## src/rtl/nvm_pkg.sv

```systemverilog
/*
  shared constants and types for the byte-wide nonvolatile data memory controller.
  assumes a cpu special-function-register port with bank select and an indirect flag.
*/
package nvm_pkg;
  // array geometry
  localparam int NVM_DEPTH = 32;
  localparam int NVM_ADDR_W = 5;
  localparam int NVM_DATA_W = 8;
  // register locations: address and data in bank 0, control at 040H in bank 1
  localparam logic [7:0] ADDR_OFS = 8'h1E;
  localparam logic [7:0] DATA_OFS = 8'h1F;
  localparam logic [7:0] CTRL_OFS = 8'h40;
  localparam logic ADDR_BANK = 1'b0;
  localparam logic DATA_BANK = 1'b0;
  localparam logic CTRL_BANK = 1'b1;
  // control field positions
  localparam int CTRL_STORE_UNLOCK = 3;
  localparam int CTRL_STORE_START = 2;
  localparam int CTRL_FETCH_UNLOCK = 1;
  localparam int CTRL_FETCH_START = 0;
  // reset values
  localparam logic [7:0] ADDR_RST = 8'h00;
  localparam logic [7:0] DATA_RST = 8'h00;
  localparam logic [7:0] CTRL_RST = 8'h00;
  // write timer ticks from the slow oscillator per write cycle
  localparam int WRITE_TICKS = 4;

  // one register access from the cpu
  typedef struct packed {
    logic wr;
    logic rd;
    logic indirect;
    logic bank;
    logic [7:0] addr;
    logic [7:0] wdata;
  } sfrReq_t;

  // interrupt side inputs
  typedef struct packed {
    logic irqEnable;
    logic globalIrqEnable;
    logic stackFull;
    logic irqAck;
    logic flagClr;
  } irqCtl_t;
endpackage

```

## src/rtl/nvm_data_ctrl.sv

```systemverilog
/*
  nonvolatile data memory controller: address, data and control registers, a 32 x 8
  array, a fetch cycle of one clock and a store cycle timed by the slow oscillator.
  assumes the cpu presents one access per cycle on sfrReq and that writeTick toggles
  from a free-running oscillator unrelated to mclk.
*/
// What this block does
// - holds 32 bytes, accessed one byte per operation via three registers
// - address register keeps five bits; upper three read as zero
// - data register is 8-bit read/write, source of stores, sink of fetches
// - no store cycle while store unlock bit 3 is zero
// - setting store start bit 2 begins store; hardware clears it at end
// - store start ignored unless store unlock already one before
// - no fetch cycle while fetch unlock bit 1 is zero
// - setting fetch start bit 0 loads data register, then bit clears
// - fetch start ignored unless fetch unlock already one before
// - fetched byte stays in data register until next fetch or cpu write to it
// - store duration comes from an oscillator asynchronous to mclk
// - reset clears the store unlock bit
// - control register only at indirect pointer 040H with bank one
// - store end sets done flag; request needs both enables, stack free
// - servicing clears the done flag and the global interrupt enable
`timescale 1ns/10ps
module nvm_data_ctrl #(
  parameter int WriteTicks = nvm_pkg::WRITE_TICKS
) (
  // clock and reset
  input wire logic mclk,
  input wire logic nrst,
  // cpu register port
  input wire nvm_pkg::sfrReq_t sfrReq,
  output logic [7:0] sfrRdata,
  // slow oscillator level for the store timer
  input wire logic writeTick,
  // interrupt side
  input wire nvm_pkg::irqCtl_t irqCtl,
  output logic nvmDoneFlag,
  output logic irqRequest,
  output logic globalIrqClear,
  // cycle status
  output logic nvmBusy
);
  import nvm_pkg::*;

  typedef enum logic [1:0] {IDLE, FETCH, STORE} cyc_t;
  localparam int TICK_W = $clog2(WriteTicks + 1);
  localparam logic [TICK_W-1:0] TICK_LAST = TICK_W'(WriteTicks);

  logic [NVM_DATA_W-1:0] mem [NVM_DEPTH];

  cyc_t state_q, state_d;
  logic [NVM_ADDR_W-1:0] addr_q, addr_d;
  logic [7:0] data_q, data_d;
  logic storeUnlock_q, storeUnlock_d;
  logic fetchUnlock_q, fetchUnlock_d;
  logic storeStart_q, storeStart_d;
  logic fetchStart_q, fetchStart_d;
  logic [NVM_ADDR_W-1:0] capAddr_q, capAddr_d;
  logic [7:0] capData_q, capData_d;
  logic [TICK_W-1:0] ticks_q, ticks_d;
  logic doneFlag_q, doneFlag_d;
  logic [7:0] rdata_q, rdata_d;
  logic tickS1_q, tickS2_q, tickS3_q;
  logic tickEdge, storeDone, addrHit, dataHit, ctrlHit;
  logic ctrlWr, storeGo, fetchGo;
  logic [7:0] ctrlView;

  // register decode
  // control only indirect
  assign ctrlHit = sfrReq.indirect && sfrReq.bank == CTRL_BANK && sfrReq.addr == CTRL_OFS;
  assign addrHit = sfrReq.bank == ADDR_BANK && sfrReq.addr == ADDR_OFS;
  assign dataHit = sfrReq.bank == DATA_BANK && sfrReq.addr == DATA_OFS;
  assign ctrlWr = sfrReq.wr && ctrlHit;
  assign ctrlView = {4'h0, storeUnlock_q, storeStart_q, fetchUnlock_q, fetchStart_q};

  // start qualification uses unlock values held before this write
  // prior unlock needed
  assign storeGo = ctrlWr && state_q == IDLE && storeUnlock_q
                   && sfrReq.wdata[CTRL_STORE_START] && !sfrReq.wdata[CTRL_FETCH_START];
  assign fetchGo = ctrlWr && state_q == IDLE && fetchUnlock_q
                   && sfrReq.wdata[CTRL_FETCH_START] && !sfrReq.wdata[CTRL_STORE_START];

  // tick synchroniser, the first stage feeds only the second
  // asynchronous write timer
  always_ff @(posedge mclk or negedge nrst) begin
    if (!nrst) begin
      tickS1_q <= 1'b0;
      tickS2_q <= 1'b0;
      tickS3_q <= 1'b0;
    end else begin
      tickS1_q <= writeTick;
      tickS2_q <= tickS1_q;
      tickS3_q <= tickS2_q;
    end
  end
  assign tickEdge = tickS2_q && !tickS3_q;

  assign storeDone = state_q == STORE && tickEdge && ticks_q == TICK_LAST - 1'b1;

  // next values of the cycle sequencer and registers
  always_comb begin
    state_d = state_q;
    addr_d = addr_q;
    data_d = data_q;
    storeUnlock_d = storeUnlock_q;
    fetchUnlock_d = fetchUnlock_q;
    storeStart_d = storeStart_q;
    fetchStart_d = fetchStart_q;
    capAddr_d = capAddr_q;
    capData_d = capData_q;
    ticks_d = ticks_q;
    rdata_d = rdata_q;
    if (sfrReq.wr && addrHit) begin
      addr_d = sfrReq.wdata[NVM_ADDR_W-1:0];
    end
    if (sfrReq.wr && dataHit) begin
      data_d = sfrReq.wdata;
    end
    // unlock bits always writable; start bits owned by hardware once set
    if (ctrlWr) begin
      storeUnlock_d = sfrReq.wdata[CTRL_STORE_UNLOCK];
      fetchUnlock_d = sfrReq.wdata[CTRL_FETCH_UNLOCK];
    end
    case (state_q)
      IDLE: begin
        if (storeGo) begin
          storeStart_d = 1'b1;
          capAddr_d = addr_d;
          capData_d = data_d;
          ticks_d = '0;
          state_d = STORE;
        end else if (fetchGo) begin
          fetchStart_d = 1'b1;
          capAddr_d = addr_d;
          state_d = FETCH;
        end
      end
      FETCH: begin
        data_d = mem[capAddr_q];
        fetchStart_d = 1'b0;
        state_d = IDLE;
      end
      STORE: begin
        if (tickEdge) begin
          ticks_d = ticks_q + 1'b1;
        end
        if (storeDone) begin
          storeStart_d = 1'b0;
          state_d = IDLE;
        end
      end
      default: begin
        state_d = IDLE;
      end
    endcase
    // registered read answer, upper address bits read as zero
    if (sfrReq.rd) begin
      if (ctrlHit) begin
        rdata_d = ctrlView;
      end else if (addrHit) begin
        rdata_d = {3'h0, addr_q};
      end else if (dataHit) begin
        rdata_d = data_q;
      end else begin
        rdata_d = 8'h00;
      end
    end
  end

  always_ff @(posedge mclk or negedge nrst) begin
    if (!nrst) begin
      state_q <= IDLE;
      addr_q <= ADDR_RST[NVM_ADDR_W-1:0];
      data_q <= DATA_RST;
      storeUnlock_q <= CTRL_RST[CTRL_STORE_UNLOCK];
      fetchUnlock_q <= CTRL_RST[CTRL_FETCH_UNLOCK];
      storeStart_q <= CTRL_RST[CTRL_STORE_START];
      fetchStart_q <= CTRL_RST[CTRL_FETCH_START];
      capAddr_q <= '0;
      capData_q <= 8'h00;
      ticks_q <= '0;
      rdata_q <= 8'h00;
    end else begin
      state_q <= state_d;
      addr_q <= addr_d;
      data_q <= data_d;
      storeUnlock_q <= storeUnlock_d;
      fetchUnlock_q <= fetchUnlock_d;
      storeStart_q <= storeStart_d;
      fetchStart_q <= fetchStart_d;
      capAddr_q <= capAddr_d;
      capData_q <= capData_d;
      ticks_q <= ticks_d;
      rdata_q <= rdata_d;
    end
  end

  // array, not reset since it is nonvolatile
  // 32 x 8 array
  always_ff @(posedge mclk) begin
    if (storeDone) begin
      mem[capAddr_q] <= capData_q;
    end
  end

  // done flag: set wins over service or software clear
  // set at store end
  always_comb begin
    doneFlag_d = doneFlag_q;
    if (irqCtl.irqAck || irqCtl.flagClr) begin
      doneFlag_d = 1'b0;
    end
    if (storeDone) begin
      doneFlag_d = 1'b1;
    end
  end
  always_ff @(posedge mclk or negedge nrst) begin
    if (!nrst) begin
      doneFlag_q <= 1'b0;
    end else begin
      doneFlag_q <= doneFlag_d;
    end
  end

  // outputs
  // request gating
  assign irqRequest = doneFlag_q && irqCtl.irqEnable && irqCtl.globalIrqEnable
                      && !irqCtl.stackFull;
  assign globalIrqClear = irqCtl.irqAck;
  assign nvmDoneFlag = doneFlag_q;
  assign sfrRdata = rdata_q;
  assign nvmBusy = state_q != IDLE;
endmodule // nvm_data_ctrl

```

## config.mk

```make
export PLATFORM = sky130hd
export DESIGN_NAME = nvm_data_ctrl
export DESIGN_NICKNAME = d
export VERILOG_FILES = /design/src/rtl/nvm_pkg.sv /design/src/rtl/nvm_data_ctrl.sv
export SDC_FILE = /design/constraint.sdc
export NUM_CORES = 1
export LEC_CHECK = 0
export BUFFER_PORTS_ARGS = -buffer_cell sky130_fd_sc_hd__buf_2
export CAP_MARGIN = 20
export CORE_MARGIN = 2
export CORE_UTILIZATION = 60
export CTS_BUF_LIST = sky130_fd_sc_hd__clkbuf_16
export DETAILED_ROUTE_END_ITERATION = 10
export PLACE_DENSITY = 0.81
export SETUP_SLACK_MARGIN = 0.1
export SLEW_MARGIN = 20
export SYNTH_ARGS = -nofsm -noshare
export SYNTH_HDL_FRONTEND = slang
export SYNTH_SLANG_ARGS = --single-unit
```

## constraint.sdc

```tcl
create_clock -name mclk -period 3.2 [get_ports mclk]
set_input_delay 0.64 -clock mclk [delete_from_list [all_inputs] [get_ports mclk]]
set_output_delay 0.64 -clock mclk [all_outputs]
set_load 0.02 [all_outputs]
```

==> results.md, run 1 <==
Synth:
- Summing every instance area after synthesis gives between 10,000 and 15,000 µm².
- The synthesized-area fraction occupied by ao, oa, aoi and oai cells is 0.0376.
- In this run, synthesis inferred around 260 flip-flops with an integrated enable.
- The area share of and/or/nand/nor cells after synthesis is 0.0659.
- The per-instance average area after synthesis is about 18 µm².
- After synthesis, the largest family of logic cells by area is multiplexers.
- The distinct cell type count of the synthesized netlist is between 50 and 60.
- Among all cell types in the netlist, the one instantiated most often is sky130_fd_sc_hd__edfxtp_1.
- The post-synthesis cell count is about 670.
- The multiplexer share of the synthesized area is 0.140.
- The commonest cells after synthesis are sky130_fd_sc_hd__edfxtp_1, sky130_fd_sc_hd__nor2_1, sky130_fd_sc_hd__mux4_2.
- The number of warnings printed during yosys synthesis is 0.
- The number of nets handed over by synthesis was between 600 and 700.
- The share of synthesized area in the top cell type comes to 0.639.
- In the synthesized netlist the async set-or-reset flop fraction comes to 0.155.
- Of the total synthesized cell area, the portion taken by full adders, half adders and majority gates is 0.00208.
- The register area share after synthesis is 0.737.
- The area share of xor/xnor cells in the synthesized design is 0.
- In the synthesized netlist the dominant register cell turns out to be sky130_fd_sc_hd__edfxtp_1.
- The most area-hungry cell type in the Yosys netlist is sky130_fd_sc_hd__edfxtp_1.
- By area the synthesized netlist is led by sky130_fd_sc_hd__edfxtp_1, sky130_fd_sc_hd__dfrtp_1, sky130_fd_sc_hd__mux4_2.
- The post-synthesis sequential element count is just over 300.

Clock network:
- The clock insertion delay at the later pin of the skew report is between 0.5 and 0.6 ns.
- After clock tree synthesis, the clock-pin slew on the worst setup and hold paths is about 0.060 ns.
- The number of hold buffers added after CTS was 0.
- The total number of clock tree sinks is between 300 and 400.
- The number of post-CTS setup repair buffers is 0.
- The TritonCTS clock tree is done.
- In this run the number of H-tree levels came out at 1.
- The number of clock buffers inserted by TritonCTS is 29.
- The number of instances resized during post-cts repair is 0.
- The longest clock path from root to sink contains 3 buffers.
- The clock root buffer is sky130_fd_sc_hd__clkbuf_16.

Global routing:
- The initial antenna violation count is 0.
- In the global route stage, overall resource usage came out at 0.257.
- The wire length of the first global-routing pass is ~41,000 µm.
- Global routing finished with a remaining overflow of 0.
- The number of global-route vias before repair came to roughly 7,000.
- The pin count of the biggest net entering global routing is 34.

Finish:
- The repair_antennas step left the layout with diodes totalling 0.
- After filler insertion, the fill cell instance count of the layout stands at approximately 1,200.
- Compared with the post-synthesis result, the final layout area differs by 13.9%.
- For this run, the post-layout net count is 781.
- The layout cell share with drive strength beyond 1 is 0.271.

Die:
- The boundary pin count is 40.
- The floorplan has around 50 rows.
- The initial core utilization is 0.614.
- After floorplanning, the core was sized to cover about 20,000 µm².
- The total die area is about 21,000 µm².
- The floorplan die height is between 100 and 150 µm.
- The x dimension of the die is 146 µm.

Pwr:
- The internal power of the cells totals 6.14 mW.
- Of the total power, the clock network draws 0.432.
- The sequential share of power is 0.558.
- The maximum resistive drop on vdd is between 0.5 and 0.6 mV.
- In this run the static leakage power is around 4.1 nW.
- In this run the power spent charging and discharging nets is 1.46 mW.
- The share of total power dissipated in combinational logic is 0.010.
- The total power per unit cell area is 555 nW/µm².
- The fraction of power spent switching nets is 0.192.

Critical path:
- The worst-case register-to-register setup slack is ~0.35 ns.
- On the critical path, the stage with the largest delay is an instance of sky130_fd_sc_hd__nor2_1.
- Traced cell by cell, the critical path runs through nor4bb_1 -> nand2_1 -> or3_1 -> nor2_1.
- The buffering stage count on the worst path with inverters included is 0.
- The cell family contributing the most delay on the critical path is simple AND/OR/NAND/NOR gates.
- The reg-to-reg critical path endpoint is mem[16][5]$_DFFE_PP_.
- The worst setup path is captured at a flip-flop.
- The data arrival at the endpoint of the critical path is roughly 3.0 ns.
- The highest net fanout along the worst path is 8.
- The worst register-to-register path begins at state_q[0]$_DFFE_PN0P_.
- The critical path is of the reg2reg type.
- Counting cells, the worst reg-to-reg path comes to 4.
- The startpoint type of the worst setup path is a flip-flop.
- The largest single stage delay on the critical path is between 0.6 and 0.7 ns.
- Data on the critical path is required at its endpoint by 3.37 ns.

Detailed routing:
- The via count normalized by instance count is 6.49.
- The routed wire length per instance is about 26 µm.
- The count of unresolved DRC violations after routing is 0.
- In this run, the number of DRC markers left after iteration 0 of detailed routing was 585.
- For this run, the detailed router's first-pass iteration total came to 5.
- In this run the remaining antenna-violating nets after routing total 0.
- Detailed routing inserted a total of between 6,000 and 7,000 vias.
- The final layout contains routed wiring with a total length of between 20,000 and 30,000 µm.

Timing:
- The total setup violations reported at the end of the flow is 0.
- The max-slew violation count is 0.
- The post-route clock period utilization is 0.891.
- The worst setup margin is 0.349 ns.
- The worst setup skew after layout is 0.00676 ns.
- The number of endpoints with negative hold slack in the final report came to 0.
- The routed design could run at a clock period as short as approximately 2.9 ns.
- The worst slew slack as a fraction of its limit is 0.265.
- Static timing analysis puts the maximum clock frequency at roughly 0.35 GHz.
- Setup repair after global routing left no endpoint under its margin.
- For the pin with the worst max-slew slack, the measured transition is 1.10 ns.
- Setup total negative slack on the finished layout was measured at 0 ns.

Place:
- The count of input and output buffers is 39.
- The final weighted congestion in routability-driven placement is roughly 0.91.
- The wire-length estimate of the detail-placed layout is roughly 17,000 µm.
- The worst slack at placement is about 0.46 ns.

Hold path:
- The kind of path behind the tightest hold check is in2async.

Run:
- Across the run, the number of max-cap violations was 0.

Outcome:
- The run finished with clean final reports.
==> metrics by stage <==
stage | utilization | hold slack (ns) | power [mW] | instances | cell area [µm²]
5_1_grt | 0.699 | 0.174 | 7.77 | 1037 | 13700
3_5_place_dp | 0.653 | 0.337 | 4.40 | 985 | 12800
6_report | 0.699 | 0.122 | 7.60 | 1037 | 13700
3_3_place_gp | 0.653 | 0.340 | 4.39 | 985 | 12800
4_1_cts | 0.699 | 0.123 | 7.60 | 1037 | 13700
2_1_floorplan | - | 0.331 | 4.35 | 665 | 12000
==> registers in the layout, indices dropped and copies added (netlist names), 2 cells and up <==
register,count
capAddr_q,5
ticks_q,3
addr_q,5
sfrRdata,8
data_q,8
mem,256
state_q,2
capData_q,8
==> area by class of cell <==
cell class	instances	area, µm²	share of cell area
multi-input combinational	319	2960	0.216
clock buffer	29	726	0.0530
sequential	303	8880	0.648
clock inverter	23	180	0.0132
timing repair buffer	89	596	0.0435
tap	265	332	0.0242
inverter	9	33.8	0.00247
==> kinds of logic (layout without fill, tap and decap cells) <==
logic type               count (synthesis)  in the layout
flip-flops                             303            303
AND/OR/NAND/NOR                        145            145
multiplexers                           103            103
AO/OA/AOI/OAI                           69             69
buffers and inverters                   43            150
adder cells (fa/ha/maj)                  2              2
==> cell usage in the layout, fill, tap and decap left out, types with 4 or more instances in the layout <==
cell                        count
sky130_fd_sc_hd__a21oi_1       23
sky130_fd_sc_hd__mux4_2        50
sky130_fd_sc_hd__buf_4         48
sky130_fd_sc_hd__dfrtp_2        5
sky130_fd_sc_hd__nand4_1        6
sky130_fd_sc_hd__and3_1         5
sky130_fd_sc_hd__inv_1         12
sky130_fd_sc_hd__nor3_1         9
sky130_fd_sc_hd__nand2_1       17
sky130_fd_sc_hd__mux2i_1       34
sky130_fd_sc_hd__nor4_1         4
sky130_fd_sc_hd__buf_2         39
sky130_fd_sc_hd__mux2_2        14
sky130_fd_sc_hd__clkbuf_16     29
sky130_fd_sc_hd__dfrtp_1       40
sky130_fd_sc_hd__a32oi_1        8
sky130_fd_sc_hd__clkinv_2       5
sky130_fd_sc_hd__a22oi_1        8
sky130_fd_sc_hd__clkinv_1      10
sky130_fd_sc_hd__nor2_1        55
sky130_fd_sc_hd__edfxtp_1     256
sky130_fd_sc_hd__o22ai_1        9
sky130_fd_sc_hd__nand3_1        4
sky130_fd_sc_hd__nor2b_1       15
sky130_fd_sc_hd__mux2_1         5
sky130_fd_sc_hd__o21ai_0        6
sky130_fd_sc_hd__nand3b_1       5
==> power by group through the flow <==
stage | sequential, mW | combinational (mW) | clock, mW
final | 4.24 | 0.0769 | 3.28
after global routing | 4.24 | 0.0829 | 3.44
after CTS | 4.24 | 0.0763 | 3.29
after detailed placement | 4.32 | 0.0746 | 0
after global placement | 4.32 | 0.0706 | 0
after floorplan | 4.33 | 0.0271 | 0
==> how the worst max path moves through the flow <==
| stage | from | to | slack (ns) | depth (start not counted) |
|---|---|---|---|---|
| CTS | state_q[0]$_DFFE_PN0P_ | mem[16][5]$_DFFE_PP_ | 0.42 | 4 |
| floorplan | sfrReq[16] | capAddr_q[3]$_DFFE_PN0P_ | 0.89 | 4 |
| global route | state_q[0]$_DFFE_PN0P_ | mem[16][1]$_DFFE_PP_ | 0.26 | 4 |
| finish | state_q[0]$_DFFE_PN0P_ | mem[16][5]$_DFFE_PP_ | 0.35 | 4 |
| detailed placement | state_q[0]$_DFFE_PN0P_ | mem[16][6]$_DFFE_PP_ | 0.46 | 4 |
| global placement | state_q[0]$_DFFE_PN0P_ | mem[16][7]$_DFFE_PP_ | 0.59 | 4 |
==> metal layers <==
| layer | wire [µm] | up-vias | global-route usage |
|---|---|---|---|
| li1 | - | 2822 | - |
| met1 | 10200 | 3440 | 0.350 |
| met2 | 13300 | 384 | 0.421 |
| met3 | 2440 | 80 | 0.0492 |
| met4 | 1030 | 0 | 0.0995 |
| met5 | 0 | - | 0 |
(Power assumes the default switching activity.)
==> inputs of run 2 (changes only) <==
PLACE_DENSITY = 0.77   (was 0.81)
==> run 2 against run 1 <==
Non-clock buffer count is 9 lower. Routed wire length is 1.3% lower. Core utilization is 0.070 points higher. Clock power increased by 10%. Largest cell class unchanged. Highest routed layer is now met5.
==> results.md, run 2 (synthesized netlist as in run 1, its figures left out) <==
Timing:
- The worst setup margin is 0.388 ns (+0.0391 ns).
- The worst slew slack as a fraction of its limit was 0.349 (+0.0837).
- The max-slew violation count is 0 (unchanged).
- The total setup violations reported at the end of the flow is 0 (unchanged).
- Setup repair after global routing left no endpoint under its margin.
- The transition time at the pin with the least slew margin is 0.975 ns (-0.128 ns).
- The post-route setup TNS is 0 ns (unchanged).
- The number of endpoints with negative hold slack in the final report is 0 (unchanged).
- The shortest period the worst path allows is 2.81 ns (-0.0391 ns).
- The worst setup skew after layout was 0.0141 ns (+0.00730 ns).
- The worst hold slack is 0.0892 ns (-0.0323 ns).
- The upper clock frequency limit came to 0.356 GHz (+1.4%).
- The post-route clock period utilization came to 0.879 (-0.0122).

Finish:
- The multi-input gate area in the final layout is 2960 µm² (unchanged).
- The layout cell share with drive strength beyond 1 is 0.262 (-0.00895).
- Compared with the post-synthesis result, the final layout area differs by 14.0%.
- The number of diodes was 0 (unchanged).
- The final standard cell utilization of the core was 0.700 (+0.000702).
- The library cell used most frequently in the layout, excluding fill and tap cells, is sky130_fd_sc_hd__edfxtp_1.
- The number of flip-flops under the largest register name is 256 (unchanged).
- The post-layout net count was 772 (-1.2%).
- The sequential cell area is 8870 µm² (about the same).
- The library cells used most frequently in the layout, excluding fill and tap cells, are sky130_fd_sc_hd__edfxtp_1, sky130_fd_sc_hd__nor2_1, sky130_fd_sc_hd__mux4_2, sky130_fd_sc_hd__dfrtp_1, sky130_fd_sc_hd__buf_4.
- The number of inserted filler cells in the final layout is 1,197 (+0.17%).
- The register bank with the most flops is mem.

Detailed routing:
- The count of unresolved DRC violations after routing is 0 (unchanged).
- The via count normalized by instance count is 6.33 (-2.4%).
- The number of search-and-repair iterations in the first detailed-routing pass is 5 (unchanged).
- The vias after detailed routing came to 6,515 (-3.1%).
- The number of DRC markers in iteration 0 is 812 (+39%).
- The remaining antenna violation count after routing is 0 (unchanged).
- The total routed wirelength is 26,600 µm (-1.3%).
- The routed wire length per instance is 25.9 µm (-0.48%).

Clock network:
- The TritonCTS clock tree is done.
- The number of levels in the clock H-tree is 1 (unchanged).
- The post-cts hold buffer count is 0 (unchanged).
- The number of instances resized during post-cts repair was 0 (unchanged).
- The largest buffer count on any clock path came to 3 (unchanged).
- The total number of clock tree sinks is 303 (unchanged).
- The number of post-CTS setup repair buffers is 0 (unchanged).
- The clock insertion delay at the later pin of the skew report was 0.55 ns (about the same).
- The number of clock buffers inserted by TritonCTS is 29 (unchanged).
- The clock transition at the registers of the reported paths is 0.06 ns (about the same).
- Clock tree synthesis selected as its root buffer the cell sky130_fd_sc_hd__clkbuf_16.

Critical path:
- The startpoint type of the worst setup path is a flip-flop.
- The critical path required time was 3.37 ns (about the same).
- The highest net fanout along the worst path is 8 (unchanged).
- The critical path endpoint category is a flip-flop.
- The worst setup path is of the reg2reg kind.
- The data arrival at the endpoint of the critical path was 2.99 ns (-0.03 ns).

Die:
- The total die area is 21,200 µm² (unchanged).
- The boundary pin count is 40 (unchanged).
- The standard cell core area was 19,600 µm² (unchanged).
- The initial core utilization is 0.614 (unchanged).
- The floorplan die height is 146 µm (unchanged).
- The x dimension of the die is 146 µm (unchanged).
- The number of standard-cell rows in the floorplan came to 51 (unchanged).

Global routing:
- The initial antenna violation count is 1 (+1).
- The total congestion overflow after global routing is 0 (unchanged).
- The total global-route track usage is 0.258 (about the same).
- The wire length of the first global-routing pass is 41,100 µm (about the same).
- The number of global-route vias before repair is 6,734 (-3.7%).
- The pin count of the biggest net entering global routing is 48 (+41%).

Hold path:
- In this run the worst hold path is classified as in2async.

Place:
- The count of input and output buffers was 39 (unchanged).
- The final weighted congestion in routability-driven placement is 0.858 (-5.3%).
- The detailed placement HPWL is 16,600 µm (-0.79%).
- The worst slack at placement is 0.452 ns (-0.00360 ns).

Run:
- The count of max-cap constraint violations is 0 (unchanged).

Pwr:
- The static leakage is 4.10 nW (+0.26%).
- The total power per unit cell area is 578 nW/µm² (+4.2%).
- The maximum resistive drop on vdd is 0.461 mV (-8.3%).
- The total power draw was 7.92 mW (+4.3%).

Outcome:
- The flow ran to the end, and the final reports show no timing, DRC or antenna violations.
run 2: final cells by class:
| type | instances | share of cell area |
|---|---|---|
| clock buffers | 29 | 0.0529 |
| clock inverters | 24 | 0.0210 |
| inverters | 9 | 0.00246 |
| multi-input cells | 319 | 0.216 |
| flip-flops and latches | 303 | 0.647 |
| well taps | 265 | 0.0242 |
| repair buffers | 80 | 0.0369 |
run 2: worst max-delay path, cell delays in order (launching register included):
cell and delay (ns):
sky130_fd_sc_hd__dfrtp_1 0.42, sky130_fd_sc_hd__nor4bb_1 0.46, sky130_fd_sc_hd__nand2_1 0.29, sky130_fd_sc_hd__or3_1 0.63, sky130_fd_sc_hd__nor2_1 0.64
run 2: metal layers:
layer,up-vias,global-route usage,share of wire
li1,2804,-,-
met1,3306,0.371,0.40
met2,344,0.403,0.47
met4,2,0.0809,0.030
met3,59,0.0561,0.096
met5,-,0,0.00045
run 2: power breakdown:
group	switching [mW]	total (mW)	internal (mW)
clock	1.41	3.61	2.20
sequential	0.00587	4.24	4.24
combinational	0.0433	0.0722	0.0289
total	1.46	7.92	6.47
run 2: per-stage QoR:
stage / instance area [µm²] / std cells
after floorplan: 12000 / 665
after global placement: 12700 / 976
after detailed placement: 12700 / 976
after CTS: 13700 / 1029
after global routing: 13700 / 1029
final: 13700 / 1029
run 2: final timing paths:
kind | startpoint | endpoint | slack (ns) | depth (start not counted)
setup reg to reg | state_q[0]$_DFFE_PN0P_ | mem[16][7]$_DFFE_PP_ | 0.39 | 4
hold reg to reg | tickS1_q$_DFF_PN0_ | tickS2_q$_DFF_PN0_ | 0.37 | 0
max in group asynchronous | nrst | capAddr_q[1]$_DFFE_PN0P_ | 2.66 | 1
hold / removal | nrst | sfrRdata[7]$_DFFE_PN0P_ | 0.09 | 1
setup / recovery | state_q[0]$_DFFE_PN0P_ | mem[16][7]$_DFFE_PP_ | 0.39 | 4
min in group mclk | writeTick | tickS1_q$_DFF_PN0_ | 0.21 | 1
==> inputs of run 3 (changes only) <==
REMOVE_ABC_BUFFERS = 1   (was not set)
==> run 3 against run 2 <==
Non-clock buffer count shrank 7. Sequential cell count did not move. Fmax is 2.0% higher. Die area unchanged. Sequential power about the same. Sequential share of layout area up 0.48 points. Clock-buffer cell count rose by 2. Largest cell class unchanged. Largest power group unchanged. Highest routed layer is now met4.
==> results.md, run 3 (synthesized netlist as in run 1, its figures left out) <==
Place:
- The post-placement cell area is 12,600 µm² (-0.42%).
- The worst slack at placement is 0.477 ns (+0.0247 ns).
- The detailed placement HPWL came to 16,500 µm (-0.70%).
- The count of input and output buffers is 39 (unchanged).
- The final weighted congestion in routability-driven placement was 0.887 (+3.4%).

Finish:
- The number of flip-flops under the largest register name was 256 (unchanged).
- The post-layout net count is 766 (-0.78%).
- mem holds more flip-flops than any other register.
- The relative area change from synthesis to final layout is 13.1%.
- The number of diodes was 0 (unchanged).
- The design area is 13,600 µm² (-0.76%).
- The library cell used most frequently in the layout, excluding fill and tap cells, is sky130_fd_sc_hd__edfxtp_1.
- The final standard cell utilization of the core is 0.695 (-0.00530).
- In the layout the commonest cells are sky130_fd_sc_hd__edfxtp_1, sky130_fd_sc_hd__nor2_1, sky130_fd_sc_hd__mux4_2, sky130_fd_sc_hd__dfrtp_1, sky130_fd_sc_hd__buf_2.
- The layout cell share with drive strength beyond 1 is 0.249 (-0.0131).

Clock network:
- The clock transition at the registers of the reported paths came to 0.06 ns (about the same).
- The post-cts hold buffer count is 0 (unchanged).
- The number of post-CTS setup repair buffers is 0 (unchanged).
- The number of instances resized during post-cts repair is 0 (unchanged).
- The total number of clock tree sinks is 303 (unchanged).
- The clock insertion delay at the later pin of the skew report is 0.54 ns (about the same).
- The number of levels in the clock H-tree is 1 (unchanged).
- The largest buffer count on any clock path came to 3 (unchanged).
- The clock root buffer is sky130_fd_sc_hd__clkbuf_16.
- The number of clock buffers inserted by TritonCTS was 30 (+3.4%).
- The TritonCTS clock tree is done.

Global routing:
- The total congestion overflow after global routing is 0 (unchanged).
- The number of global-route vias before repair is 6,669 (-0.97%).
- The pin count of the biggest net entering global routing is 48 (unchanged).
- The initial antenna violation count is 0 (-1).
- The wire length of the first global-routing pass was 40,800 µm (-0.64%).
- The total global-route track usage is 0.256 (-0.00106).

Critical path:
- The worst setup path is launched from a flip-flop.
- The number of cells on the worst reg-to-reg path is 4 (unchanged).
- The critical path required time is 3.37 ns (about the same).
- The data arrival at the endpoint of the critical path is 2.93 ns (-0.06 ns).
- The setup path with the least slack is of type reg2reg.
- The highest net fanout along the worst path is 8 (unchanged).
- STA classifies the critical path endpoint as a flip-flop.

Pwr:
- The share of power burned in the clock network is 0.442 (-0.014).
- The static leakage is 4.05 nW (-1.2%).
- The fraction of power spent switching nets is 0.183 (-0.000637).
- The total power draw is 7.73 mW (-2.5%).
- The total power per unit cell area came to 568 nW/µm² (-1.7%).
- The internal power summed over all cells is 6.31 mW (-2.4%).
- The part of the total power dissipated in combinational logic is 0.009 (about the same).
- The maximum resistive drop on vdd is 0.461 mV (+0.10%).
- The net switching component of the power is 1.42 mW (-2.8%).
- The sequential share of power is 0.549 (+0.014).

Detailed routing:
- The number of DRC markers in iteration 0 is 835 (+2.8%).
- The routed wire length per instance came to 25.9 µm (about the same).
- The remaining antenna violation count after routing came to 0 (unchanged).
- The via count normalized by instance count is 6.38 (+0.75%).
- The vias after detailed routing is 6,513 (-0.031%).
- The number of search-and-repair iterations in the first detailed-routing pass is 5 (unchanged).
- The count of unresolved DRC violations after routing is 0 (unchanged).
- The total routed wirelength is 26,400 µm (-0.82%).

Hold path:
- The kind of path behind the tightest hold check is in2async.

Timing:
- The worst slew slack as a fraction of its limit is 0.501 (+0.152).
- The transition time at the pin with the least slew margin was 0.749 ns (-0.226 ns).
- The shortest period the worst path allows is 2.76 ns (-0.0558 ns).
- The max-slew violation count came to 0 (unchanged).
- The number of endpoints with negative hold slack in the final report is 0 (unchanged).
- The worst setup skew after layout is 0.0129 ns (-0.00119 ns).
- The upper clock frequency limit was 0.363 GHz (+2.0%).
- The total setup violations reported at the end of the flow was 0 (unchanged).
- The worst setup margin is 0.444 ns (+0.0558 ns).
- Setup repair after global routing left no endpoint under its margin.
- The post-route clock period utilization was 0.861 (-0.0174).

Die:
- The initial core utilization is 0.614 (unchanged).
- The boundary pin count is 40 (unchanged).
- The total die area was 21,200 µm² (unchanged).
- The number of standard-cell rows in the floorplan is 51 (unchanged).
- The floorplan die height is 146 µm (unchanged).
- The x dimension of the die is 146 µm (unchanged).
- The standard cell core area is 19,600 µm² (unchanged).

Run:
- The count of max-cap constraint violations was 0 (unchanged).

Outcome:
- The flow ran to the end, and the final reports show no timing, DRC or antenna violations.
-- run 3: cell types whose count changed in the layout (fill, tap and decap cells not counted) --
cell and delta:
sky130_fd_sc_hd__clkinv_1 +2, sky130_fd_sc_hd__clkinvlp_2 -1, sky130_fd_sc_hd__clkinv_2 +1, sky130_fd_sc_hd__bufinv_16 -3, sky130_fd_sc_hd__inv_6 -1, sky130_fd_sc_hd__dfrtp_2 -2
sky130_fd_sc_hd__dfrtp_1 +2, sky130_fd_sc_hd__clkbuf_16 +2, sky130_fd_sc_hd__buf_4 -7, sky130_fd_sc_hd__clkinvlp_4 -1
-- run 3: worst max-delay path, cell delays in order (launching register included) --
cell	delay (ns)
sky130_fd_sc_hd__dfrtp_1	0.43
sky130_fd_sc_hd__nor4bb_1	0.48
sky130_fd_sc_hd__nand2_1	0.23
sky130_fd_sc_hd__or3_1	0.59
sky130_fd_sc_hd__nor2_1	0.65
-- run 3: cell type report --
type	instances	area, µm²
flip-flops and latches	303	8870
inverters	9	33.8
well taps	265	332
fillers	1217	5980
clock buffers	31	776
repair buffers	73	453
multi-input cells	319	2960
clock inverters	21	189
-- run 3: power by group through the flow --
stage | logic, mW | registers, mW | clock network (mW)
floorplan | 0.0206 | 4.33 | 0
global placement | 0.0692 | 4.32 | 0
detailed placement | 0.0713 | 4.32 | 0
CTS | 0.0719 | 4.24 | 3.45
global route | 0.0793 | 4.24 | 3.62
finish | 0.0718 | 4.24 | 3.42
-- run 3: metal layers --
metal,GRT usage,vias up,share of wire
li1,-,2784,-
met5,0,-,0
met2,0.401,410,0.48
met4,0.0980,0,0.038
met3,0.0495,68,0.096
met1,0.366,3251,0.39
-- run 3: per-stage QoR --
| step | cells | hold WS (ns) | TNS, ns |
|---|---|---|---|
| 2_1_floorplan | 631 | 0.331 | -94.38 |
| 3_3_place_gp | 969 | 0.374 | 0 |
| 3_5_place_dp | 969 | 0.355 | 0 |
| 4_1_cts | 1021 | 0.205 | 0 |
| 5_1_grt | 1021 | 0.142 | 0 |
| 6_report | 1021 | 0.102 | 0 |
-- run 3: worst paths after layout --
| check | start | end | slack (ns) |
|---|---|---|---|
| max | state_q[0]$_DFFE_PN0P_ | mem[16][3]$_DFFE_PP_ | 0.44 |
| min | nrst | data_q[4]$_DFF_PN0_ | 0.10 |
| max reg2reg | state_q[0]$_DFFE_PN0P_ | mem[16][3]$_DFFE_PP_ | 0.44 |
| min reg2reg | tickS1_q$_DFF_PN0_ | tickS2_q$_DFF_PN0_ | 0.37 |
| max in group asynchronous | nrst | capAddr_q[1]$_DFFE_PN0P_ | 2.66 |
| min in group mclk | writeTick | tickS1_q$_DFF_PN0_ | 0.22 |
